===== src/gateway_consts.svh =====
`ifndef GATEWAY_CONSTS_SVH
`define GATEWAY_CONSTS_SVH
// ----------------------------------------------------------------
// indicator colour codes {red, green}
// ----------------------------------------------------------------
`define COLOUR_OFF 2'h0
`define COLOUR_GREEN 2'h1
`define COLOUR_RED 2'h2
`define COLOUR_AMBER 2'h3
// ----------------------------------------------------------------
// port counts and timing
// ----------------------------------------------------------------
`define CARD_COUNT 18
`define SHELF_ADDR_W 8
`define CLK_MHZ 125
`define BLINK_HALF_MS 250
`define BLINK_HALF_CYC (`BLINK_HALF_MS * 1000 * `CLK_MHZ)
`endif


===== src/gateway_pkg.sv =====
package gateway_pkg;
  typedef enum logic [1:0] {
    link_down_t_dummy, link_train, link_low, link_high
  } link_state_t;
  typedef enum logic [2:0] {
    boot_reset, boot_prog, boot_done, boot_capture, boot_cap_ok,
    boot_cap_fail, boot_run
  } boot_state_t;
endpackage


===== src/card_switch.sv =====
`timescale 1ns/100ps
`include "gateway_consts.svh"
module card_switch #(
  parameter int CARDS = `CARD_COUNT,
  parameter int AW = `SHELF_ADDR_W
) (
  // clock and reset
  input wire logic ref_clk,
  input wire logic sys_rst,
  // ring ingress
  input wire logic ring_valid,
  input wire logic [7:0] ring_data,
  input wire logic [AW-1:0] ring_shelf,
  input wire logic [4:0] ring_card,
  input wire logic [AW-1:0] local_shelf,
  // forwarding decision from network processor
  input wire logic fwd_enable,
  // per-card egress
  output logic [CARDS-1:0] card_valid,
  output logic [7:0] card_data [CARDS],
  // ring pass-through
  output logic pass_valid,
  output logic [7:0] pass_data
);
  // ----------------------------------------------------------------
  // address match and per-card steering
  // ----------------------------------------------------------------
  wire logic local_hit = ring_valid && fwd_enable &&
    (ring_shelf == local_shelf);
  wire logic pass_hit = ring_valid && !(ring_shelf == local_shelf);

  // one register per card, separate paths
  always_ff @(posedge ref_clk or posedge sys_rst) begin
    if (sys_rst) begin
      card_valid <= '0;
      pass_valid <= 1'b0;
      pass_data <= 8'h00;
      for (int i = 0; i < CARDS; i++) card_data[i] <= 8'h00;
    end else begin
      pass_valid <= pass_hit;
      pass_data <= ring_data;
      for (int i = 0; i < CARDS; i++) begin
        card_valid[i] <= local_hit && (int'(ring_card) == i);
        if (local_hit && (int'(ring_card) == i)) card_data[i] <= ring_data;
      end
    end
  end

  a_local_only: assert property (
    @(posedge ref_clk) disable iff (sys_rst)
    $countones(card_valid) <= 1)
    else $error("more than one card port active");
  // only the addressed card sees the beat, one edge after it is taken
  a_card_steer: assert property (
    @(posedge ref_clk) disable iff (sys_rst)
    card_valid == ($past(local_hit) ?
      (CARDS'(1) << $past(ring_card)) : CARDS'(0)))
    else $error("card port not steered to addressed card");
endmodule


===== src/shelf_gateway.sv =====
// Notes on behaviour
// - bridge 125 Mbps bus and 2.5 Gbps ring
// - local-shelf ring data goes straight to card
// - every card owns a dedicated switched port
// - one path per card confines faults
// - processor decides, core switches
// - four tri-colour front-panel indicators
// - processor indicator red, amber, green during boot
// - boot indicator dark before load, location dark or amber on warm start
// - capture: location amber, boot shows outcome
// - running: location green on address match
// - operational link: steady low, blinking high
// - negotiating or proving link shows amber
// - non-operational link shows red
`timescale 1ns/100ps
`include "gateway_consts.svh"
module shelf_gateway #(
  parameter int CARDS = `CARD_COUNT,
  parameter int AW = `SHELF_ADDR_W,
  parameter int BLINK_HALF = `BLINK_HALF_CYC
) (
  // clock and reset
  input wire logic ref_clk,
  input wire logic sys_rst,
  // warm start flag held outside the reset domain
  input wire logic warm_flag_in,
  output logic warm_flag_out,
  // boot sequencing from pins
  input wire logic logic_programming,
  input wire logic logic_loaded,
  input wire logic capture_timer_run,
  input wire logic capture_ok,
  input wire logic capture_fail,
  input wire logic code_running,
  // shelf address from maintenance_subsystem and read-back
  input wire logic [AW-1:0] assigned_addr,
  input wire logic [AW-1:0] readback_addr,
  // ring link state from pins
  input wire logic link_up,
  input wire logic link_training,
  input wire logic link_high_rate,
  // ring ingress from same clock
  input wire logic ring_valid,
  input wire logic [7:0] ring_data,
  input wire logic [AW-1:0] ring_shelf,
  input wire logic [4:0] ring_card,
  input wire logic fwd_enable,
  // card ports
  output logic [CARDS-1:0] card_valid,
  output logic [7:0] card_data [CARDS],
  output logic pass_valid,
  output logic [7:0] pass_data,
  // indicators {red, green}
  output logic [1:0] rate_led,
  output logic [1:0] boot_led,
  output logic [1:0] shelf_led,
  output logic [1:0] processor_state_indicator
);
  // ----------------------------------------------------------------
  // pin synchronisers
  // ----------------------------------------------------------------
  localparam int NS = 9;
  wire logic [NS-1:0] raw = {warm_flag_in, logic_programming, logic_loaded,
    capture_timer_run, capture_ok, capture_fail, code_running,
    link_training, link_high_rate};
  logic [NS-1:0] sync_a;
  logic [NS-1:0] sync_b;
  logic link_a;
  logic link_b;
  always_ff @(posedge ref_clk or posedge sys_rst) begin
    if (sys_rst) begin
      sync_a <= '0;
      sync_b <= '0;
      link_a <= 1'b0;
      link_b <= 1'b0;
    end else begin
      sync_a <= raw;
      sync_b <= sync_a;
      link_a <= link_up;
      link_b <= link_a;
    end
  end
  wire logic s_warm = sync_b[8];
  wire logic s_prog = sync_b[7];
  wire logic s_loaded = sync_b[6];
  wire logic s_timer = sync_b[5];
  wire logic s_ok = sync_b[4];
  wire logic s_fail = sync_b[3];
  wire logic s_run = sync_b[2];
  wire logic s_train = sync_b[1];
  wire logic s_high = sync_b[0];

  // ----------------------------------------------------------------
  // warm start flag: set once loaded, survives reset outside
  // ----------------------------------------------------------------
  logic warm;
  always_ff @(posedge ref_clk or posedge sys_rst) begin
    if (sys_rst) warm <= 1'b0;
    else warm <= s_warm | s_loaded;
  end
  assign warm_flag_out = warm;

  // ----------------------------------------------------------------
  // boot sequencer
  // ----------------------------------------------------------------
  gateway_pkg::boot_state_t state;
  gateway_pkg::boot_state_t next_state;
  always_comb begin
    next_state = state;
    unique case (state)
      gateway_pkg::boot_reset: if (s_prog) next_state = gateway_pkg::boot_prog;
      gateway_pkg::boot_prog:
        if (s_loaded) next_state = gateway_pkg::boot_done;
      gateway_pkg::boot_done:
        if (s_timer) next_state = gateway_pkg::boot_capture;
      gateway_pkg::boot_capture: begin
        if (s_ok) next_state = gateway_pkg::boot_cap_ok;
        else if (s_fail) next_state = gateway_pkg::boot_cap_fail;
      end
      gateway_pkg::boot_cap_ok, gateway_pkg::boot_cap_fail:
        if (s_run) next_state = gateway_pkg::boot_run;
      gateway_pkg::boot_run: next_state = gateway_pkg::boot_run;
      default: next_state = gateway_pkg::boot_reset;
    endcase
  end
  always_ff @(posedge ref_clk or posedge sys_rst) begin
    if (sys_rst) state <= gateway_pkg::boot_reset;
    else state <= next_state;
  end

  // ----------------------------------------------------------------
  // address compare while running
  // ----------------------------------------------------------------
  wire logic addr_match = (assigned_addr == readback_addr);

  // ----------------------------------------------------------------
  // blink timer for high-rate indication
  // ----------------------------------------------------------------
  logic [31:0] blink_cnt;
  logic blink;
  always_ff @(posedge ref_clk or posedge sys_rst) begin
    if (sys_rst) begin
      blink_cnt <= 32'h00000000;
      blink <= 1'b0;
    end else if (blink_cnt >= 32'(BLINK_HALF - 1)) begin
      blink_cnt <= 32'h00000000;
      blink <= ~blink;
    end else begin
      blink_cnt <= blink_cnt + 32'h00000001;
    end
  end

  // ----------------------------------------------------------------
  // indicator decoding
  // ----------------------------------------------------------------
  wire logic pre_load = (state == gateway_pkg::boot_reset) ||
    (state == gateway_pkg::boot_prog);
  wire logic [1:0] next_processor_state_indicator = (state == gateway_pkg::boot_reset) ?
    `COLOUR_RED : (state == gateway_pkg::boot_prog) ? `COLOUR_AMBER :
    `COLOUR_GREEN;
  wire logic [1:0] next_boot =
    pre_load ? `COLOUR_OFF :
    (state == gateway_pkg::boot_cap_ok || state == gateway_pkg::boot_run) ?
      `COLOUR_GREEN :
    (state == gateway_pkg::boot_cap_fail) ? `COLOUR_RED : `COLOUR_AMBER;
  wire logic [1:0] next_shelf =
    pre_load ? (warm ? `COLOUR_AMBER : `COLOUR_OFF) :
    (state == gateway_pkg::boot_run) ?
      (addr_match ? `COLOUR_GREEN : `COLOUR_RED) : `COLOUR_AMBER;
  wire logic [1:0] next_rate =
    pre_load ? `COLOUR_OFF :
    !link_b ? `COLOUR_RED :
    s_train ? `COLOUR_AMBER :
    (s_high && !blink) ? `COLOUR_OFF : `COLOUR_GREEN;
  always_ff @(posedge ref_clk or posedge sys_rst) begin
    if (sys_rst) begin
      processor_state_indicator <= `COLOUR_RED;
      boot_led <= `COLOUR_OFF;
      shelf_led <= `COLOUR_OFF;
      rate_led <= `COLOUR_OFF;
    end else begin
      processor_state_indicator <= next_processor_state_indicator;
      boot_led <= next_boot;
      shelf_led <= next_shelf;
      rate_led <= next_rate;
    end
  end

  // ----------------------------------------------------------------
  // card switch; processor gates forwarding, core switches
  // ----------------------------------------------------------------
  card_switch #(.CARDS(CARDS), .AW(AW)) u_switch (
    .ref_clk(ref_clk),
    .sys_rst(sys_rst),
    .ring_valid(ring_valid),
    .ring_data(ring_data),
    .ring_shelf(ring_shelf),
    .ring_card(ring_card),
    .local_shelf(readback_addr),
    .fwd_enable(fwd_enable && (state == gateway_pkg::boot_run)),
    .card_valid(card_valid),
    .card_data(card_data),
    .pass_valid(pass_valid),
    .pass_data(pass_data)
  );

  // ----------------------------------------------------------------
  // checks
  // ----------------------------------------------------------------
  a_processor_state_indicator_reset: assert property (
    @(posedge ref_clk) disable iff (sys_rst)
    $past(state) == gateway_pkg::boot_reset |->
    processor_state_indicator == `COLOUR_RED)
    else $error("processor indicator not red in reset");
  a_dark_preload: assert property (
    @(posedge ref_clk) disable iff (sys_rst)
    $past(pre_load) |-> boot_led == `COLOUR_OFF)
    else $error("boot indicator lit before load");
  a_cap_fail: assert property (
    @(posedge ref_clk) disable iff (sys_rst)
    $past(state) == gateway_pkg::boot_cap_fail |->
    boot_led == `COLOUR_RED)
    else $error("failed capture not red");
  a_match_green: assert property (
    @(posedge ref_clk) disable iff (sys_rst)
    $past(state) == gateway_pkg::boot_run && $past(addr_match) |->
    shelf_led == `COLOUR_GREEN)
    else $error("address match not green");
  a_link_red: assert property (
    @(posedge ref_clk) disable iff (sys_rst)
    !$past(pre_load) && !$past(link_b) |-> rate_led == `COLOUR_RED)
    else $error("down link not red");
  a_link_amber: assert property (
    @(posedge ref_clk) disable iff (sys_rst)
    !$past(pre_load) && $past(link_b) && $past(s_train) |->
    rate_led == `COLOUR_AMBER)
    else $error("training link not amber");
  a_low_steady: assert property (
    @(posedge ref_clk) disable iff (sys_rst)
    !$past(pre_load) && $past(link_b) && !$past(s_train) &&
    !$past(s_high) |-> rate_led == `COLOUR_GREEN)
    else $error("low rate not steady green");
  a_warm_amber: assert property (
    @(posedge ref_clk) disable iff (sys_rst)
    $past(pre_load) && $past(warm) |-> shelf_led == `COLOUR_AMBER)
    else $error("warm start location not amber");
  c_run: cover property (@(posedge ref_clk) state == gateway_pkg::boot_run);
  c_fail: cover property (@(posedge ref_clk)
    state == gateway_pkg::boot_cap_fail);
  c_fwd: cover property (@(posedge ref_clk) card_valid != '0);
endmodule


===== config.mk =====
export PLATFORM = sky130hd
export DESIGN_NAME = shelf_gateway
export DESIGN_NICKNAME = d
export VERILOG_FILES = /design/src/gateway_pkg.sv /design/src/card_switch.sv /design/src/shelf_gateway.sv
export VERILOG_INCLUDE_DIRS = /design/src
export SDC_FILE = /design/constraint.sdc
export NUM_CORES = 1
export LEC_CHECK = 0
export BUFFER_PORTS_ARGS = -buffer_cell sky130_fd_sc_hd__clkbuf_2
export CORE_ASPECT_RATIO = 0.8
export CORE_MARGIN = 5
export CORE_UTILIZATION = 55
export CTS_BUF_LIST = sky130_fd_sc_hd__clkbuf_2
export DETAILED_ROUTE_END_ITERATION = 7
export GPL_ROUTABILITY_DRIVEN = 0
export GPL_TIMING_DRIVEN = 1
export PLACE_DENSITY = 0.82
export SLEW_MARGIN = 20
export SYNTH_ARGS = -nofsm -noshare
export SYNTH_HDL_FRONTEND = slang
export SYNTH_SLANG_ARGS = --single-unit

===== constraint.sdc =====
create_clock -name ref_clk -period 9.2 [get_ports ref_clk]
set_input_delay 0 -clock ref_clk [delete_from_list [all_inputs] [get_ports ref_clk]]
set_output_delay 0 -clock ref_clk [all_outputs]
set_load 0.05 [all_outputs]

==> results_dict.tcl, run 1 <==
set metrics [dict create \
    status "finished clean" \
    grt_remaining_overflow 0 \
    viasPerCell 5.41 \
    grt_pass1_wl_um 38300 \
    finalCritPeriodShare_pct 29.0 \
    ant_nets 0 \
    clockRootBuffer "clkbuf_2" \
    drive_gt1_share_pct 39.5 \
    layout_common_cells "clkbuf_2 (314), dfrtp_1 (235), mux2_1 (88)" \
    fin_skew_ps 62.0 \
    grt_setup_unrepaired "false" \
    final_net_count 1035 \
    maxCapViolations 0 \
    irDropWorstVdd_mv 0.144 \
    cp.arrival_ps 3320 \
    critPathMaxStageDelay_ps 630 \
    reg2reg_setup_slack_ps 6530 \
    slew_headroom_pct 42.9 \
    grt_max_degree 109 \
    setup_violations 0 \
    first_pass_iters 5 \
    cp.required_ps 9850 \
    period_minus_slack_ps 2670 \
    antenna_found_initial 2 \
    first_iter_violations 354 \
    setup_tns_ps 0 \
    p_leak_nw 6.33 \
    drc 0 \
    slowest_stage "dfrtp_1" \
    die_x_um 156 \
    end_kind "register" \
    die_area_um2 19900 \
    rows 42 \
    synthArstFlopShare_pct 100 \
    cts.sinks 236 \
    final_common_cell "clkbuf_2" \
    fmax_mhz 374 \
    clk_latency_ps 790 \
    power_density_nw_per_um2 164 \
    drv_slew 0 \
    hold_viol 0 \
    yosysSeqAreaShare_pct 62.6 \
    worstSetupPathType "reg -> reg" \
    clkTransAtPathRegs_ps 110 \
    synthCells 655 \
    grt_usage_pct 24.2 \
    avgSynthCellArea_um2 14.4 \
    final_area_um2 11900 \
    ctsResizeCount 0 \
    critPathMaxFanout 18 \
    vias 6752 \
    synth_area_um2 9440 \
    ios 231 \
    yosys_warnings 0 \
    core_area_um2 16700 \
    post-route-util_pct 71.1 \
    crit_path_start_kind "register" \
    ys.flop_type "dfrtp_1" \
    placed_area_um2 10800 \
    crit_buf_inv 1 \
    tightestPinTransition_ps 856 \
    post-dp-hpwl_um 16000 \
    hold_path.class "in -> reg" \
    synth_edf_count 0 \
    cp_cell_sequence "and3b_1 -> nor4b_2 -> buf_4 -> nand4_1 -> mux2_2" \
    areaGrowthSynthToFinish_pct 25.8 \
    routed_wl_um 23900 \
    ys_types 50 \
    cts_buffers 54 \
    drt-wirelength-per-cell_um 19.2 \
    grt_pass1_vias 7121 \
    initial_core_util_pct 56.5 \
    critPathTopFamily "simple AND/OR/NAND/NOR gates" \
    die_h_um 127 \
    clockBufferDepth 3 \
    portBuffers 230 \
    cts_tree "yes" \
    synth.ff_latch_count 236 \
    htreeDepth 2 \
]
## kinds of logic after synthesis
family / count (synthesis) / share of synthesized area (%)
multiplexers: 144 / 17.2
AND/OR/NAND/NOR: 165 / 12.2
adder cells (fa/ha/maj): 1 / 0.133
buffers and inverters: 36 / 1.79
other: 1 / 0.0397
flip-flops: 236 / 62.6
AO/OA/AOI/OAI: 42 / 3.33
XOR/XNOR: 30 / 2.78
## state kept, by name, summed over array words and instances (netlist names), 3 cells and up
signal	flops
state	3
blink_cnt	32
sync_b	9
u_switch.card_data	144
u_switch.card_valid	18
u_switch.pass_data	8
sync_a	9
## tightest hold or removal path, stage by stage
cell and delay, ps:
clkbuf_2 90, xor2_1 150, nor2_2 50, buf_4 250
nand4_4 180, mux2_1 150
## per-stage QoR
stage | setup WS, ps | power [mW] | cells | hold slack, ps
after global routing | 6370 | 2.06 | 1248 | 64.5
after detailed placement | 6610 | 1.31 | 1091 | 110
final | 6530 | 1.95 | 1248 | 110
after global placement | 6680 | 1.31 | 1091 | 109
after CTS | 6610 | 1.98 | 1247 | 13.3
after floorplan | 2730 | 1.25 | 661 | 31.4
## worst paths after layout
kind | from | end | cells past startpoint
max | state[2] | u_switch.card_data[53] | 5
min | ring_shelf[6] | u_switch.card_data[104] | 6
max reg2reg | state[2] | u_switch.card_data[53] | 5
min reg2reg | sync_a[4] | sync_b[4] | 0
max in group asynchronous | sys_rst | u_switch.card_data[68] | 5
min in group asynchronous | sys_rst | sync_b[5] | 4
## what timing repair did
action / 4_1_cts / 5_1_grt
buffers inserted: 0 / 0
endpoints found under the setup margin: 0 / 0
hold endpoints to repair: 289 / 0
hold buffers: 56 / 0
## cell usage after synthesis (2+ instances only)
cell	number	area, um^2
a211oi_1	7	52.6
a211oi_2	3	37.5
a21o_1	2	15.0
a21oi_1	3	15.0
a22oi_1	2	15.0
a31oi_1	2	12.5
and3_1	3	18.8
and3b_1	2	17.5
and4_1	3	26.3
buf_2	6	30.0
buf_6	3	33.8
clkbuf_1	17	63.8
dfrtp_1	235	5880
inv_1	9	33.8
mux2_1	88	991
mux2_2	56	631
nand2_1	17	63.8
nand2b_1	6	37.5
nand3_1	11	55.1
nand4_1	14	87.6
nand4_4	11	234
nand4b_1	2	17.5
nor2_1	9	33.8
nor3_1	33	165
nor3b_1	19	143
nor4_1	13	81.3
nor4b_1	3	26.3
o211ai_1	2	15.0
o21ai_0	8	40.0
o2bb2ai_1	2	17.5
o31ai_1	5	37.5
or2_2	2	12.5
or3_1	6	37.5
or4_1	6	45.0
or4_4	2	22.5
xnor2_1	10	87.6
xor2_1	20	175
## metal layers
| metal | global-route usage, % | vias to the layer above | wire length (um) |
|---|---|---|---|
| met5 | 0 | - | 0 |
| met2 | 40.0 | 228 | 11800 |
| li1 | - | 3090 | - |
| met4 | 7.76 | 0 | 514 |
| met1 | 32.3 | 3395 | 10100 |
| met3 | 5.31 | 39 | 1540 |
## layout make-up
cell class,count,area (um^2)
Timing Repair Buffer,293,1760
Clock buffer,84,420
Inverter,9,41.3
Tap cell,220,275
Fill cell,1173,4840
Antenna cell,1,2.50
Sequential cell,236,5910
Clock inverter,16,67.6
Multi-Input combinational cell,389,3400
## power by group
group	internal, mW	leakage, nW	switching [mW]
combinational	0.0631	2.76	0.156
sequential	1.07	3.18	0.0258
clock	0.243	0.382	0.398
total	1.37	6.33	0.579
Power figures use the tool's default switching activity.
==> inputs of run 2 (changes only) <==
- CORE_UTILIZATION: 55 -> 50
- PLACE_DENSITY: 0.82 -> 0.78
- clock period: 9.2 -> 2.4 ns (I/O delays scaled with it)
==> run 2 against run 1 <==
Net effect:
- cell area up 2.0%
- die area up 9.3%
- non-clock buffer count up 18
- clock power rose to 3.8 times the previous value
- wire length about the same
- register-to-register slack worse by 6300 ps
- flip-flop and latch count unchanged
- critical endpoint is now shelf_led[0]
- cell count up 4.3%
- sequential share of layout area down 0.99 points
- clock skew down 21 ps
- first-iteration DRC count up 2.3%
- total power rose to 3.9 times the previous value
==> results_dict.tcl, run 2 (synthesis gave the netlist of run 1 again) <==
set metrics [dict create \
    status "finished clean" \
    p_int_mw 5.32 \
    dp.cells 1143 \
    final_net_count 1054 \
    clkTransAtPathRegs_ps 110 \
    switching_share_pct 29.5 \
    clkPwrFrac_pct 32.3 \
    ant_nets 0 \
    largest_reg_flops 144 \
    hold_viol 0 \
    layout_common_cells "clkbuf_2 (315), dfrtp_1 (235), mux2_1 (88)" \
    antenna_found_initial 1 \
    p_leak_nw 6.43 \
    drive_gt1_share_pct 40.5 \
    final-seq-area_um2 5910 \
    timing.hold.ws_ps 35.0 \
    grt_max_degree 73 \
    grt_remaining_overflow 0 \
    period_minus_slack_ps 2300 \
    finalCritPeriodShare_pct 95.6 \
    worstSetupPathType "in -> reg" \
    hold_path.class "in -> reg" \
    vias 6714 \
    clockBufferDepth 3 \
    setup_tns_ps 0 \
    die_x_um 164 \
    p_seq_share_pct 54.9 \
    critPathMaxFanout 2 \
    worstHoldStart "readback_addr[1]" \
    p_sw_mw 2.22 \
    tightestPinTransition_ps 672 \
    cts_buffers 55 \
    htreeDepth 2 \
    first_iter_violations 362 \
    r2r-start "blink_cnt[0]" \
    cp.arrival_ps 2970 \
    cts_tree "yes" \
    grt_pass1_vias 7060 \
    areaGrowthSynthToFinish_pct 28.4 \
    post-route-util_pct 64.6 \
    first_pass_iters 4 \
    power_density_nw_per_um2 623 \
    end_kind "register" \
    grt_usage_pct 21.9 \
    die_h_um 133 \
    viasPerCell 5.16 \
    portBuffers 230 \
    finalNonFillerCells 1302 \
    maxCapViolations 0 \
    largestRegisters "u_switch.card_data x144, blink_cnt x32, u_switch.card_valid x18" \
    fin_skew_ps 40.6 \
    ios 231 \
    slew_headroom_pct 54.8 \
    final_common_cell "clkbuf_2" \
    rows 45 \
    irDropWorstVdd_mv 0.525 \
    routed_wl_um 24000 \
    p_total_mw 7.54 \
    post-dp-hpwl_um 16300 \
    initial_core_util_pct 50.3 \
    grt_pass1_wl_um 37700 \
    cts_setup_buffers 0 \
    critPathLaunch "assigned_addr[1]" \
    pwr-share-comb_pct 12.8 \
    core_area_um2 18700 \
    clk_latency_ps 770 \
    drc 0 \
    cp.required_ps 3070 \
    die_area_um2 21700 \
    fmax_mhz 436 \
    grt_setup_unrepaired "false" \
    top_register "u_switch.card_data" \
    fillerInstances 1461 \
    clockRootBuffer "clkbuf_2" \
    setup_violations 0 \
    cts.sinks 236 \
    multiInputGateArea_um2 3410 \
    crit_path_start_kind "input port" \
    drv_slew 0 \
    drt-wirelength-per-cell_um 18.4 \
]
[run 2: cell types whose count changed in the layout (fill, tap and decap cells not counted), sizes merged]
cell	change
clkbuf	+1
clkinv	-4
inv	+1
buf	+14
dlygate4sd3	+4
[run 2: area by class of cell]
cell class,count,area share (%)
diodes,1,0.0207
clock buffers,85,3.51
clock inverters,13,0.423
inverters,9,0.310
multi-input cells,389,28.1
flip-flops and latches,236,48.8
well taps,258,2.66
repair buffers,311,16.2
[run 2: power groups by stage]
| stage | clock, mW | combinational (mW) | sequential (mW) |
|---|---|---|---|
| 4_1_cts | 2.54 | 0.959 | 4.15 |
| 2_1_floorplan | 0 | 0.339 | 4.45 |
| 3_5_place_dp | 0 | 0.884 | 4.22 |
| 3_3_place_gp | 0 | 0.881 | 4.22 |
| 6_report | 2.44 | 0.962 | 4.14 |
| 5_1_grt | 2.73 | 1.03 | 4.16 |
[run 2: critical path, cell delays in order]
cell	delay, ps
dlygate4sd3_1	540
clkbuf_2	110
xor2_1	140
dlygate4sd3_1	560
nor4_1	190
dlygate4sd3_1	620
nand2_1	50
dlygate4sd3_1	560
a21oi_1	180
[run 2: repair_timing]
action,in CTS,in global routing
resized for setup,0,2
hold endpoints to repair,419,0
hold buffers,60,0
setup endpoints to repair,0,6
[run 2: per-layer routing]
| metal | part of all wire (%) | track usage, % | vias to the layer above |
|---|---|---|---|
| met5 | 0 | 0 | - |
| li1 | - | - | 3117 |
| met2 | 48 | 35.7 | 241 |
| met3 | 7.2 | 5.79 | 42 |
| met4 | 2.3 | 6.94 | 0 |
| met1 | 43 | 28.8 | 3314 |
[run 2: worst paths after layout]
path | slack, ps | cells after the start | endpoint
hold / removal | 40 | 5 | u_switch.card_valid[0]
min in group asynchronous | 340 | 4 | shelf_led[0]
setup reg to reg | 180 | 5 | blink_cnt[24]
setup / recovery | 100 | 9 | shelf_led[0]
max in group asynchronous | 1250 | 5 | processor_state_indicator[1]
hold reg to reg | 360 | 0 | link_b
[run 2: metrics by stage]
stage | cell area [um^2] | worst slack [ps]
floorplan | 9460 | -691
global placement | 11000 | 274
detailed placement | 11000 | 225
CTS | 12100 | 87.0
global route | 12100 | 21.1
finish | 12100 | 105
